<file path="src/rtl/plprc_consts.svh">
`ifndef PLPRC_CONSTS_SVH
`define PLPRC_CONSTS_SVH

// Core clock period in picoseconds (250 MHz)
`define PLPRC_CLK_PERIOD_PS     4000
// Link power indicator inactive thresholds, in nanoseconds
`define PLPRC_LPI_RESET_NS      1200
`define PLPRC_LPI_DISABLE_NS    25000
// Least time rounds up, longest time rounds down
`define PLPRC_LPI_RESET_CYC     \
   ((`PLPRC_LPI_RESET_NS * 1000 + `PLPRC_CLK_PERIOD_PS - 1) / `PLPRC_CLK_PERIOD_PS)
`define PLPRC_LPI_DISABLE_CYC   ((`PLPRC_LPI_DISABLE_NS * 1000) / `PLPRC_CLK_PERIOD_PS)
// Link-side clock 49.152 MHz and link-on 6.114 MHz, in kHz
`define PLPRC_LINK_CLK_KHZ      49152
`define PLPRC_LINKON_KHZ        6114
// Core clock in kHz, divisor of the accumulator steps
`define PLPRC_CORE_CLK_KHZ      250000
// Default power class when nothing has been sampled
`define PLPRC_PCLASS_RESET      3'h0

`endif

</file>
<file path="src/rtl/plprc_pkg.sv">
`default_nettype none
package plprc_pkg;
   // Interface state toward the link controller
   typedef enum logic [1:0] {
      PLPRC_IF_ACTIVE   = 2'b00,
      PLPRC_IF_RESET    = 2'b01,
      PLPRC_IF_DISABLED = 2'b10
   } plprc_if_state_t;
endpackage
`default_nettype wire

</file>
<file path="src/rtl/plprc_phy_link_power_reset_control.sv">
// Functional notes
// Inactive indicator for more than 1.2 us but under 25 us resets the PHY-link interface.
// Inactive indicator beyond 25 us disables the interface while the repeater keeps running.
// The link controller holds the indicator active, steady or pulsed, while it is powered.
// The link controller drives the request line; the device keeps its last level.
// The three power-class straps are sampled at hardware reset as the default power class.
// Powerdown high turns everything off except the bias-detect cable-inactive output.
// Internal logic stays in reset for the whole time powerdown is asserted.
// The device resets itself while the active-low reset input is low.
// The device outputs a 49.152 MHz clock to the link controller.
// The system should leave powerdown deasserted and let the device manage power.
// While the indicator is inactive, a pending event drives a 6.114 MHz wave on link-on.
// Once started, link-on keeps toggling until the indicator becomes active again.
// Indicator returning active after reset or disable re-enables the interface.
`timescale 1ns/10ps
`default_nettype none
`include "plprc_consts.svh"

module plprc_phy_link_power_reset_control #(
   parameter int RST_CYC  = `PLPRC_LPI_RESET_CYC,
   parameter int DIS_CYC  = `PLPRC_LPI_DISABLE_CYC,
   parameter int ACC_W    = 20
) (
   // Clock and reset
   input  wire logic                      core_clk,
   input  wire logic                      rst_b,
   // Pins from the link controller and board
   input  wire logic                      link_power_indicator,
   input  wire logic                      link_request_line,
   input  wire logic                      power_class_strap_0,
   input  wire logic                      power_class_strap_1,
   input  wire logic                      power_class_strap_2,
   input  wire logic                      power_down_input,
   input  wire logic                      bias_detected,
   // Events from the PHY core that ask for link-on
   input  wire logic                      linkon_event,
   // Outputs
   output logic                           cable_inactive_output,
   output logic                           link_side_clock,
   output logic                           contender_linkon_pin,
   output logic                           linkon_oe,
   output logic                           link_request_level,
   output logic [2:0]                     power_class,
   output plprc_pkg::plprc_if_state_t     link_if_state,
   output logic                           link_if_enable,
   output logic                           core_reset_b
);
   import plprc_pkg::*;

   // Accumulator steps: wanted over core frequency, scaled by two to the ACC_W
   localparam logic [ACC_W-1:0] CLK_STEP =
      ACC_W'((64'(`PLPRC_LINK_CLK_KHZ) << ACC_W) / 64'(`PLPRC_CORE_CLK_KHZ));
   localparam logic [ACC_W-1:0] LON_STEP =
      ACC_W'((64'(`PLPRC_LINKON_KHZ) << ACC_W) / 64'(`PLPRC_CORE_CLK_KHZ));

   logic              lpi_s1_q, lpi_s2_q;
   logic              lrq_s1_q, lrq_s2_q;
   logic              pdn_s1_q, pdn_s2_q;
   logic              pcv_s1_q, pcv_s2_q;
   logic              bias_s1_q, bias_s2_q;
   logic [2:0]        pc_s1_q, pc_s2_q;
   logic              in_reset_b;
   logic              strap_taken_q;
   logic [15:0]       idle_cnt_q;
   plprc_if_state_t   state_q, state_d;
   logic [ACC_W-1:0]  clk_acc_q, lon_acc_q;
   logic              lon_active_q;

   // Two-flop synchronisers for all pin inputs
   always_ff @(posedge core_clk or negedge rst_b) begin
      if (!rst_b) begin
         // Indicator taken as active so reset release is not read as a drop
         lpi_s1_q  <= 1'b1;
         lpi_s2_q  <= 1'b1;
         lrq_s1_q  <= 1'b0;
         lrq_s2_q  <= 1'b0;
         pdn_s1_q  <= 1'b0;
         pdn_s2_q  <= 1'b0;
         bias_s1_q <= 1'b0;
         bias_s2_q <= 1'b0;
         pc_s1_q   <= 3'h0;
         pc_s2_q   <= 3'h0;
         pcv_s1_q  <= 1'b0;
         pcv_s2_q  <= 1'b0;
      end else begin
         lpi_s1_q  <= link_power_indicator;
         lpi_s2_q  <= lpi_s1_q;
         lrq_s1_q  <= link_request_line;
         lrq_s2_q  <= lrq_s1_q;
         pdn_s1_q  <= power_down_input;
         pdn_s2_q  <= pdn_s1_q;
         bias_s1_q <= bias_detected;
         bias_s2_q <= bias_s1_q;
         pc_s1_q   <= {power_class_strap_2, power_class_strap_1, power_class_strap_0};
         pc_s2_q   <= pc_s1_q;
         pcv_s1_q  <= 1'b1;
         pcv_s2_q  <= pcv_s1_q;
      end
   end

   // Core logic held in reset by either reset pin or powerdown; syncs, straps and request keeper use the reset pin only
   assign in_reset_b   = rst_b & ~pdn_s2_q;
   assign core_reset_b = in_reset_b;

   // Bias detect stays alive through powerdown
   assign cable_inactive_output = ~bias_s2_q;

   // Bus-keeper: request level followed while not in reset, last level held through powerdown
   always_ff @(posedge core_clk or negedge rst_b) begin
      if (!rst_b) begin
         link_request_level <= 1'b0;
      end else if (in_reset_b) begin
         link_request_level <= lrq_s2_q;
      end
   end

   // Straps caught once, when both sync stages hold real pin levels
   always_ff @(posedge core_clk or negedge rst_b) begin
      if (!rst_b) begin
         strap_taken_q <= 1'b0;
         power_class   <= `PLPRC_PCLASS_RESET;
      end else if (!strap_taken_q && pcv_s2_q && !pdn_s2_q) begin
         strap_taken_q <= 1'b1;
         power_class   <= pc_s2_q;
      end
   end

   // Inactive-time counter, saturating past the disable threshold
   // Sixteen bits hold the disable count; a longer one needs a wider counter
   always_ff @(posedge core_clk or negedge rst_b) begin
      if (!rst_b) begin
         idle_cnt_q <= 16'h0000;
      end else if (!in_reset_b || lpi_s2_q) begin
         idle_cnt_q <= 16'h0000;
      end else if (idle_cnt_q <= 16'(DIS_CYC)) begin
         idle_cnt_q <= idle_cnt_q + 16'h0001;
      end
   end

   // Interface state from the inactive time
   always_comb begin
      state_d = state_q;
      case (state_q)
         PLPRC_IF_ACTIVE: begin
            if (idle_cnt_q > 16'(RST_CYC)) begin
               state_d = PLPRC_IF_RESET;
            end
         end
         PLPRC_IF_RESET: begin
            if (lpi_s2_q) begin
               state_d = PLPRC_IF_ACTIVE;
            end else if (idle_cnt_q > 16'(DIS_CYC)) begin
               state_d = PLPRC_IF_DISABLED;
            end
         end
         PLPRC_IF_DISABLED: begin
            if (lpi_s2_q) begin
               state_d = PLPRC_IF_ACTIVE;
            end
         end
         default: state_d = PLPRC_IF_ACTIVE;
      endcase
   end

   // Powerdown parks the state in active; the enable still stays low
   always_ff @(posedge core_clk or negedge rst_b) begin
      if (!rst_b) begin
         state_q <= PLPRC_IF_ACTIVE;
      end else if (!in_reset_b) begin
         state_q <= PLPRC_IF_ACTIVE;
      end else begin
         state_q <= state_d;
      end
   end

   // State shown to the system as it stands
   assign link_if_state  = state_q;
   // Only the link side sleeps; repeater logic keeps its clock
   assign link_if_enable = in_reset_b && (state_q == PLPRC_IF_ACTIVE);

   // Link clock by phase accumulator; jitter of one core period is the trade
   always_ff @(posedge core_clk or negedge rst_b) begin
      if (!rst_b) begin
         clk_acc_q       <= '0;
         link_side_clock <= 1'b0;
      end else if (!link_if_enable) begin
         clk_acc_q       <= '0;
         link_side_clock <= 1'b0;
      end else begin
         clk_acc_q       <= clk_acc_q + CLK_STEP;
         link_side_clock <= clk_acc_q[ACC_W-1];
      end
   end

   // Link-on wave: starts on an event while indicator inactive, stops on active
   always_ff @(posedge core_clk or negedge rst_b) begin
      if (!rst_b) begin
         lon_active_q <= 1'b0;
      end else if (!in_reset_b || lpi_s2_q) begin
         lon_active_q <= 1'b0;
      end else if (linkon_event) begin
         lon_active_q <= 1'b1;
      end
   end

   // Own accumulator, restarted from zero each time the wave starts
   always_ff @(posedge core_clk or negedge rst_b) begin
      if (!rst_b) begin
         lon_acc_q            <= '0;
         contender_linkon_pin <= 1'b0;
      end else if (!lon_active_q) begin
         lon_acc_q            <= '0;
         contender_linkon_pin <= 1'b0;
      end else begin
         lon_acc_q            <= lon_acc_q + LON_STEP;
         contender_linkon_pin <= lon_acc_q[ACC_W-1];
      end
   end

   // Pin is not driven after reset; driven only while the wave runs
   assign linkon_oe = lon_active_q;

endmodule

`default_nettype wire

</file>
<file path="config.mk">
export PLATFORM = sky130hd
export DESIGN_NAME = plprc_phy_link_power_reset_control
export DESIGN_NICKNAME = d
export VERILOG_FILES = /design/src/rtl/plprc_pkg.sv /design/src/rtl/plprc_phy_link_power_reset_control.sv
export VERILOG_INCLUDE_DIRS = /design/src /design/src/rtl
export SDC_FILE = /design/constraint.sdc
export NUM_CORES = 1
export LEC_CHECK = 0
export ABC_AREA = 1
export BUFFER_PORTS_ARGS = -buffer_cell sky130_fd_sc_hd__buf_4
export CORE_ASPECT_RATIO = 0.8
export CORE_UTILIZATION = 47
export CTS_BUF_LIST = sky130_fd_sc_hd__clkbuf_16
export CTS_CLUSTER_DIAMETER = 30
export CTS_CLUSTER_SIZE = 12
export DETAILED_ROUTE_END_ITERATION = 10
export PLACE_DENSITY = 0.72
export SLEW_MARGIN = 20
export SYNTH_ARGS = -nofsm -noshare
export SYNTH_HDL_FRONTEND = slang
export SYNTH_SLANG_ARGS = --single-unit
</file>
<file path="constraint.sdc">
create_clock -name core_clk -period 2.05 [get_ports core_clk]
set_clock_uncertainty 0.1 [all_clocks]
set_input_delay 0.1025 -clock core_clk [delete_from_list [all_inputs] [get_ports core_clk]]
set_output_delay 0.1025 -clock core_clk [all_outputs]
set_load 0.01 [all_outputs]
</file>
==> Implementation_results.wiki, run 1 <==
{| class="wikitable"
! Metric !! Value
|-
| CTS Buffer Depth || 2
|-
| Final weighted congestion in routability-driven placement || 0.896
|-
| List of most frequent post-synthesis cells || sky130_fd_sc_hd__nand2_1 (136), sky130_fd_sc_hd__nor2_1 (89), sky130_fd_sc_hd__dfrtp_1 (79)
|-
| Power spent charging and discharging nets || 0.851 mW
|-
| Leak pwr || between 2 and 2.5 nW
|-
| Minimum clock period || 1850 ps
|-
| Multiplexer share of the synthesized area || 0.0105
|-
| Share of flip-flops with an asynchronous set or reset || 1.00
|-
| Number of detailed-routing iterations run before antenna repair || 5
|-
| Max-slew violation total from the final report || 0
|-
| Number of nets in the final layout || 601
|-
| Start point of the worst min-delay path || pc_s1_q[1]$_DFF_PN0_
|-
| Xor-xnor portion of the synthesized cell area || 0.0184
|-
| Most frequently used cell type in the post-synthesis netlist || sky130_fd_sc_hd__nand2_1
|-
| Outcome || finished, final reports clean
|-
| Antenna violations before repair || 0
|-
| Source of the worst register-to-register timing path || lon_acc_q[0]$_DFF_PN0_
|-
| Number of synthesized register bits || 81
|-
| Worst Hold Margin || 253 ps
|-
| Pin slew with the least headroom to its limit || 723 ps
|-
| Area fraction in compound gates after synthesis || 0.0700
|-
| Drt drc || 0
|-
| Total Neg Setup Slack || 0 ps
|-
| Layout cell share with drive strength beyond 1 || 0.124
|-
| Critical path type || in2out
|-
| GR Util All Layers || 0.206
|-
| Number of setup violations in the final report || 0
|-
| Portion of total power attributed to combinational logic || 0.073
|-
| Proportion of netlist area held by the largest area contributor || 0.461
|-
| Buffer cell driving the clock tree root || sky130_fd_sc_hd__clkbuf_16
|-
| Data arrival time of the worst path || 1650 ps
|-
| CTS sink cnt || 81
|-
| Grt total ovfl || 0
|-
| Clk slew on worst S/H paths || 60 ps
|-
| Worst setup EP type || output pin
|-
| Effective utilization at floorplan || 0.495
|-
| Pin count of the biggest net entering global routing || 82
|-
| Post-synth top area cell || sky130_fd_sc_hd__dfrtp_1
|-
| P&R area growth vs syn || 16.5%
|-
| Netlist Area Pre-Place || around 4300 um2
|-
| Average vias per placed instance || 5.08
|-
| Floorplan die width || 109 um
|-
| Core Rows || 30
|-
| CTS Buf Count || 9
|-
| Unrepaired setup endpoints after global routing || false
|-
| Die Y || 87.4 um
|-
| Via count of the routed design || ~3,600
|-
| Max transition margin || 0.518
|-
| Hold crit path type || reg2reg
|-
| Via count of the first global-routing pass || 3,371
|-
| Clock insertion delay at the later pin of the skew report || 330 ps
|-
| Worst-case vdd ir drop || 0.588 mV
|-
| Gate count after technology mapping || 551
|-
| Buffers on Ports || 21
|-
| Number of warnings issued by yosys || 0
|-
| Area fraction in and, or, nand and nor cells after synthesis || 0.341
|-
| Seq/Total Area, Yosys || 0.473
|-
| Post-Syn Area per Cell || a little under 8 um2
|-
| Leading post-synthesis cells by cell area || sky130_fd_sc_hd__dfrtp_1 (46%), sky130_fd_sc_hd__nand2_1 (12%), sky130_fd_sc_hd__nor2_1 (7.8%)
|-
| Wire per inst || roughly 12 um
|-
| Most frequently used flop master after synthesis || sky130_fd_sc_hd__dfrtp_1
|-
| Switching share of total power || 0.214
|-
| Number of antenna-violating nets in the routed design || 0
|-
| Final worst-path cycle share || 0.904
|-
| CTS tree || built
|-
| Critical path launch point type || input pin
|-
| Number of H-tree branching levels || 3
|-
| Detailed-route wire length || 8660 um
|-
| Syn_nets || 565
|-
| Internal power summed over all cells || 3.12 mW
|-
| Worst EP required || 1850 ps
|-
| Count of flip-flops with a built-in enable after synthesis || 0
|-
| Library cells used by synthesis || 38
|-
| Dominant combinational cell family by area after synthesis || simple AND/OR/NAND/NOR gates
|-
| Clock power share || 0.493
|-
| Part of the total power dissipated in sequential elements || 0.434
|-
| Number of DRC violations after detailed-routing iteration 0 || 303
|-
| Max cap viols || 0
|-
| Critical Path Fanout Max || 14
|-
| Wire length of the first global-routing pass || 15,200 um
|-
| Core outline area || 8670 um2
|-
| Total die area || 9510 um2
|-
| Maximum clock frequency || around 0.54 GHz
|-
| Count of inserted antenna diode cells || 0
|-
| PwrDens || 794 nW/um2
|-
| Final HPWL DP || 6160 um
|-
| Adder and majority cell fraction of the synthesized area || 0.0117
|-
| Ports placed on the boundary || 22
|-
| Count of final hold-check violations || 0
|-
| Crit. Startpoint || rst_b
|}
flip-flops by register name, summed over array words and instances (netlist names):
name	flops
bias_s1_q	1
bias_s2_q	1
clk_acc_q	19
contender_linkon_pin	1
idle_cnt_q	16
link_if_state	2
link_request_level	1
link_side_clock	1
linkon_oe	1
lon_acc_q	20
lpi_s1_q	1
lpi_s2_q	1
lrq_s1_q	1
lrq_s2_q	1
pc_s1_q	3
pc_s2_q	3
pcv_s1_q	1
pcv_s2_q	1
pdn_s1_q	1
pdn_s2_q	1
power_class	3
strap_taken_q	1
routing by layer:
layer / up-vias / wire length [um] / share of wire / GRT usage
li1: 1840 / - / - / -
met1: 1662 / 4030 / 0.46 / 0.264
met2: 63 / 4240 / 0.49 / 0.350
met3: 9 / 311 / 0.036 / 0.0449
met4: 0 / 83 / 0.0096 / 0.0565
met5: - / 0 / 0 / 0
power groups by stage:
| stage | logic (mW) | clock network, mW | registers, mW |
|---|---|---|---|
| finish | 0.291 | 1.95 | 1.72 |
| global route | 0.333 | 2.05 | 1.73 |
| CTS | 0.295 | 1.99 | 1.72 |
| detailed placement | 0.282 | 0 | 1.75 |
| global placement | 0.275 | 0 | 1.75 |
| floorplan | 0.136 | 0 | 1.75 |
final cells by class:
cell class                 instances  area [um2]
sequential                        81        2030
inverter                          67         254
fill                             782        3670
clock buffer                       9         225
multi-input combinational        396        1940
clock inverter                     6         140
timing repair buffer              32         267
tap                              112         140
worst max-delay path: stages:
cell and delay [ps]:
sky130_fd_sc_hd__dlygate4sd3_1 530, sky130_fd_sc_hd__buf_4 120, sky130_fd_sc_hd__inv_1 50, sky130_fd_sc_hd__nor2_2 160
sky130_fd_sc_hd__nand3_2 230, sky130_fd_sc_hd__inv_2 290, sky130_fd_sc_hd__buf_4 180
repair_timing:
| item | CTS | global route |
|---|---|---|
| endpoints found under the hold margin | 8 | 79 |
| buffers inserted | 0 | 0 |
| hold buffers | 8 | 1 |
| gates resized for setup | 0 | 0 |
placed cells by master (no fill, tap or decap), drive strengths merged:
cell type	count
nand2	141
nor2	91
dfrtp	79
inv	68
nand3	50
a21oi	30
buf	23
o21ai	20
nor3	17
nand4	12
clkbuf	9
dlygate4sd3	9
xor2	8
nand3b	6
mux2	4
ha	4
bufinv	4
o21a	2
a31oi	2
dfstp	2
and2	2
or2	1
a211oi	1
a21boi	1
xnor2	1
nor3b	1
o21bai	1
clkinv	1
conb	1
per-stage QoR:
| step | area, um2 | cells | setup WS (ps) | utilization | power, mW |
|---|---|---|---|---|---|
| final | 5000 | 703 | 197 | 0.576 | 3.97 |
| after global placement | 4540 | 679 | 328 | 0.523 | 2.02 |
| after global routing | 5000 | 703 | 45.5 | 0.576 | 4.11 |
| after floorplan | 4290 | 551 | 532 | - | 1.89 |
| after CTS | 4980 | 702 | 226 | 0.575 | 4.01 |
| after detailed placement | 4540 | 679 | 274 | 0.523 | 2.03 |
kinds of logic (layout without fill, tap and decap cells):
logic type               after synthesis  count (layout)
AO/OA/AOI/OAI                         57              57
XOR/XNOR                               9               9
adder cells (fa/ha/maj)                4               4
buffers and inverters                 74             114
flip-flops                            81              81
multiplexers                           4               4
other                                  1               1
AND/OR/NAND/NOR                      321             321
worst paths after layout:
| check | to | cells after the start | slack (ps) |
|---|---|---|---|
| worst max register to register | lon_acc_q[12]$_DFF_PN0_ | 12 | 280 |
| worst max-delay path | link_if_enable | 7 | 200 |
| min in group asynchronous | lon_acc_q[18]$_DFF_PN0_ | 3 | 370 |
| max in group asynchronous | clk_acc_q[11]$_DFF_PN0_ | 3 | 980 |
| worst min register to register | pc_s2_q[1]$_DFF_PN0_ | 0 | 250 |
| worst min-delay path | pc_s2_q[1]$_DFF_PN0_ | 0 | 250 |
Power figures use the tool's default switching activity.
==> run 2: changes to the inputs <==
--- a/config.mk
+++ b/config.mk
@@ -14,7 +14,7 @@
 export CTS_CLUSTER_DIAMETER = 30
 export CTS_CLUSTER_SIZE = 12
 export DETAILED_ROUTE_END_ITERATION = 10
-export PLACE_DENSITY = 0.72
+export PLACE_DENSITY = 0.62
 export SLEW_MARGIN = 20
 export SYNTH_ARGS = -nofsm -noshare
 export SYNTH_HDL_FRONTEND = slang
==> Implementation_results.wiki, run 2 (synthesized netlist as in run 1, its figures left out) <==
{| class="wikitable"
! Metric !! Value
|-
| Cell area after layout || 4980 um2 (-0.40%)
|-
| CTS tree || built
|-
| Outcome || finished, final reports clean
|-
| GR Util All Layers || 0.208 (+0.00182)
|-
| Max cap viols || 0 (unchanged)
|-
| Pin slew with the least headroom to its limit || 553 ps (-170 ps)
|-
| Critical path type || in2out
|-
| PwrDens || 776 nW/um2 (-2.2%)
|-
| Clock power share || 0.479 (-0.014)
|-
| Unrepaired setup endpoints after global routing || false
|-
| Commonest cells after routing, fill and taps aside || sky130_fd_sc_hd__nand2_1 (136), sky130_fd_sc_hd__nor2_1 (89), sky130_fd_sc_hd__dfrtp_1 (79)
|-
| Number of detailed-routing iterations run before antenna repair || 5 (unchanged)
|-
| Worst setup EP type || output pin
|-
| Source of the worst register-to-register timing path || clk_acc_q[1]$_DFF_PN0_
|-
| Grt total ovfl || 0 (unchanged)
|-
| CTS sink cnt || 81 (unchanged)
|-
| Antenna violations before repair || 0 (unchanged)
|-
| Max-slew violation total from the final report || 0 (unchanged)
|-
| Number of nets in the final layout || 602 (+0.17%)
|-
| Minimum clock period || 1900 ps (+47.0 ps)
|-
| Core outline area || 8670 um2 (unchanged)
|-
| Maximum clock frequency || 0.526 GHz (-2.5%)
|-
| Final worst-path cycle share || 0.927 (+0.0229)
|-
| CTS Buf Count || 9 (unchanged)
|-
| Max transition margin || 0.632 (+0.113)
|-
| Clock insertion delay at the later pin of the skew report || 340 ps (about the same)
|-
| Number of setup violations in the final report || 0 (unchanged)
|-
| Total die area || 9510 um2 (unchanged)
|-
| Internal power summed over all cells || 2.99 mW (-4.1%)
|-
| Core Rows || 30 (unchanged)
|-
| Buffers on Ports || 21 (unchanged)
|-
| Largest register FFs || 20 (unchanged)
|-
| Leak pwr || 2.30 nW (-0.54%)
|-
| Via count of the first global-routing pass || 3,310 (-1.8%)
|-
| Critical path launch point type || input pin
|-
| Hold crit path type || reg2reg
|-
| Buffer count from post-CTS setup fixing || 0 (unchanged)
|-
| Number of antenna-violating nets in the routed design || 0 (unchanged)
|-
| Critical Path Fanout Max || 14 (unchanged)
|-
| Average vias per placed instance || 5.17 (+1.6%)
|-
| Final HPWL DP || 6250 um (+1.3%)
|-
| Data arrival time of the worst path || 1700 ps (+50 ps)
|-
| CTS Buffer Depth || 2 (unchanged)
|-
| Part of the total power dissipated in sequential elements || 0.445 (+0.011)
|-
| Effective utilization at floorplan || 0.495 (unchanged)
|-
| Worst EP required || 1850 ps (about the same)
|-
| Drt drc || 0 (unchanged)
|-
| Portion of total power attributed to combinational logic || 0.076 (+0.003)
|-
| Die Y || 87.4 um (unchanged)
|-
| Post-place instance area || 4540 um2 (+0.17%)
|-
| Count of inserted antenna diode cells || 0 (unchanged)
|-
| Detailed-route wire length || 8950 um (+3.3%)
|-
| Number of H-tree branching levels || 3 (unchanged)
|-
| Most flop-heavy register || lon_acc_q
|-
| Buffer cell driving the clock tree root || sky130_fd_sc_hd__clkbuf_16
|-
| Worst-case vdd ir drop || 0.503 mV (-14%)
|-
| Floorplan die width || 109 um (unchanged)
|-
| Number of DRC violations after detailed-routing iteration 0 || 258 (-15%)
|-
| Start point of the worst min-delay path || pc_s1_q[2]$_DFF_PN0_
|-
| Pin count of the biggest net entering global routing || 44 (-46%)
|-
| Worst Hold Margin || 248 ps (-5.13 ps)
|-
| Via count of the routed design || 3,637 (+1.8%)
|-
| Wire length of the first global-routing pass || 15,200 um (about the same)
|-
| Most frequent standard cell in the layout excluding fill and tap cells || sky130_fd_sc_hd__nand2_1
|-
| Switching share of total power || 0.226 (+0.0119)
|-
| Largest registers || lon_acc_q: 20 flops, clk_acc_q: 19 flops, idle_cnt_q: 16 flops
|-
| Wire per inst || 12.7 um (+3.1%)
|-
| Power spent charging and discharging nets || 0.874 mW (+2.8%)
|-
| Clk slew on worst S/H paths || 60 ps (about the same)
|-
| Layout cell share with drive strength beyond 1 || 0.125 (+0.00148)
|-
| Crit. Startpoint || rst_b
|-
| P&R area growth vs syn || 16.0%
|-
| Final core area utilization || 0.574 (-0.00231)
|-
| Final weighted congestion in routability-driven placement || 0.855 (-4.5%)
|-
| Total Neg Setup Slack || 0 ps (unchanged)
|-
| Filler cells || 788 (+0.77%)
|-
| Count of final hold-check violations || 0 (unchanged)
|-
| Ports placed on the boundary || 22 (unchanged)
|}
run 2: final cells by class:
type | count | area [um2] | area share
clock inverters | 6 | 115 | 0.0231
repair buffers | 33 | 270 | 0.0543
multi-input cells | 396 | 1940 | 0.390
well taps | 112 | 140 | 0.0282
clock buffers | 9 | 225 | 0.0453
flip-flops and latches | 81 | 2030 | 0.408
inverters | 67 | 255 | 0.0513
run 2: path summary, 6_finish.rpt:
kind | to | slack, ps | depth (start not counted)
worst min-delay path | pc_s2_q[2]$_DFF_PN0_ | 250 | 0
max in group asynchronous | clk_acc_q[6]$_DFF_PN0_ | 630 | 4
worst max-delay path | link_if_enable | 150 | 7
min in group asynchronous | lon_acc_q[2]$_DFF_PN0_ | 260 | 3
worst min register to register | pc_s2_q[2]$_DFF_PN0_ | 250 | 0
worst max register to register | clk_acc_q[11]$_DFF_PN0_ | 310 | 10
run 2: critical path, cell delays in order:
cell and delay [ps]:
sky130_fd_sc_hd__dlygate4sd3_1 520, sky130_fd_sc_hd__buf_4 110, sky130_fd_sc_hd__inv_1 60, sky130_fd_sc_hd__nor2_2 220, sky130_fd_sc_hd__nand3_2 260, sky130_fd_sc_hd__clkinv_2 260, sky130_fd_sc_hd__buf_4 160
run 2: per-stage QoR:
stage	total power [mW]	setup WS, ps	instances
finish	3.86	150	704
global route	4.01	50.2	704
CTS	3.91	88.2	704
detailed placement	2.03	316	680
global placement	2.02	346	680
floorplan	1.89	532	551
run 2: repair_timing:
action,in CTS,in global routing
gates resized for setup,0,1
endpoints found under the setup margin,0,1
endpoints found under the hold margin,44,0
hold buffers,9,0
run 2: per-layer routing:
| metal | share of wire | vias up | track usage |
|---|---|---|---|
| li1 | - | 1834 | - |
| met1 | 0.49 | 1735 | 0.276 |
| met2 | 0.46 | 58 | 0.334 |
| met3 | 0.035 | 10 | 0.0479 |
| met4 | 0.012 | 0 | 0.0700 |
| met5 | 0 | - | 0 |
run 2: power groups by stage:
stage	logic, mW	registers, mW	clock network [mW]
floorplan	0.136	1.75	0
global placement	0.278	1.75	0
detailed placement	0.283	1.75	0
CTS	0.298	1.72	1.89
global route	0.335	1.73	1.94
finish	0.292	1.72	1.85
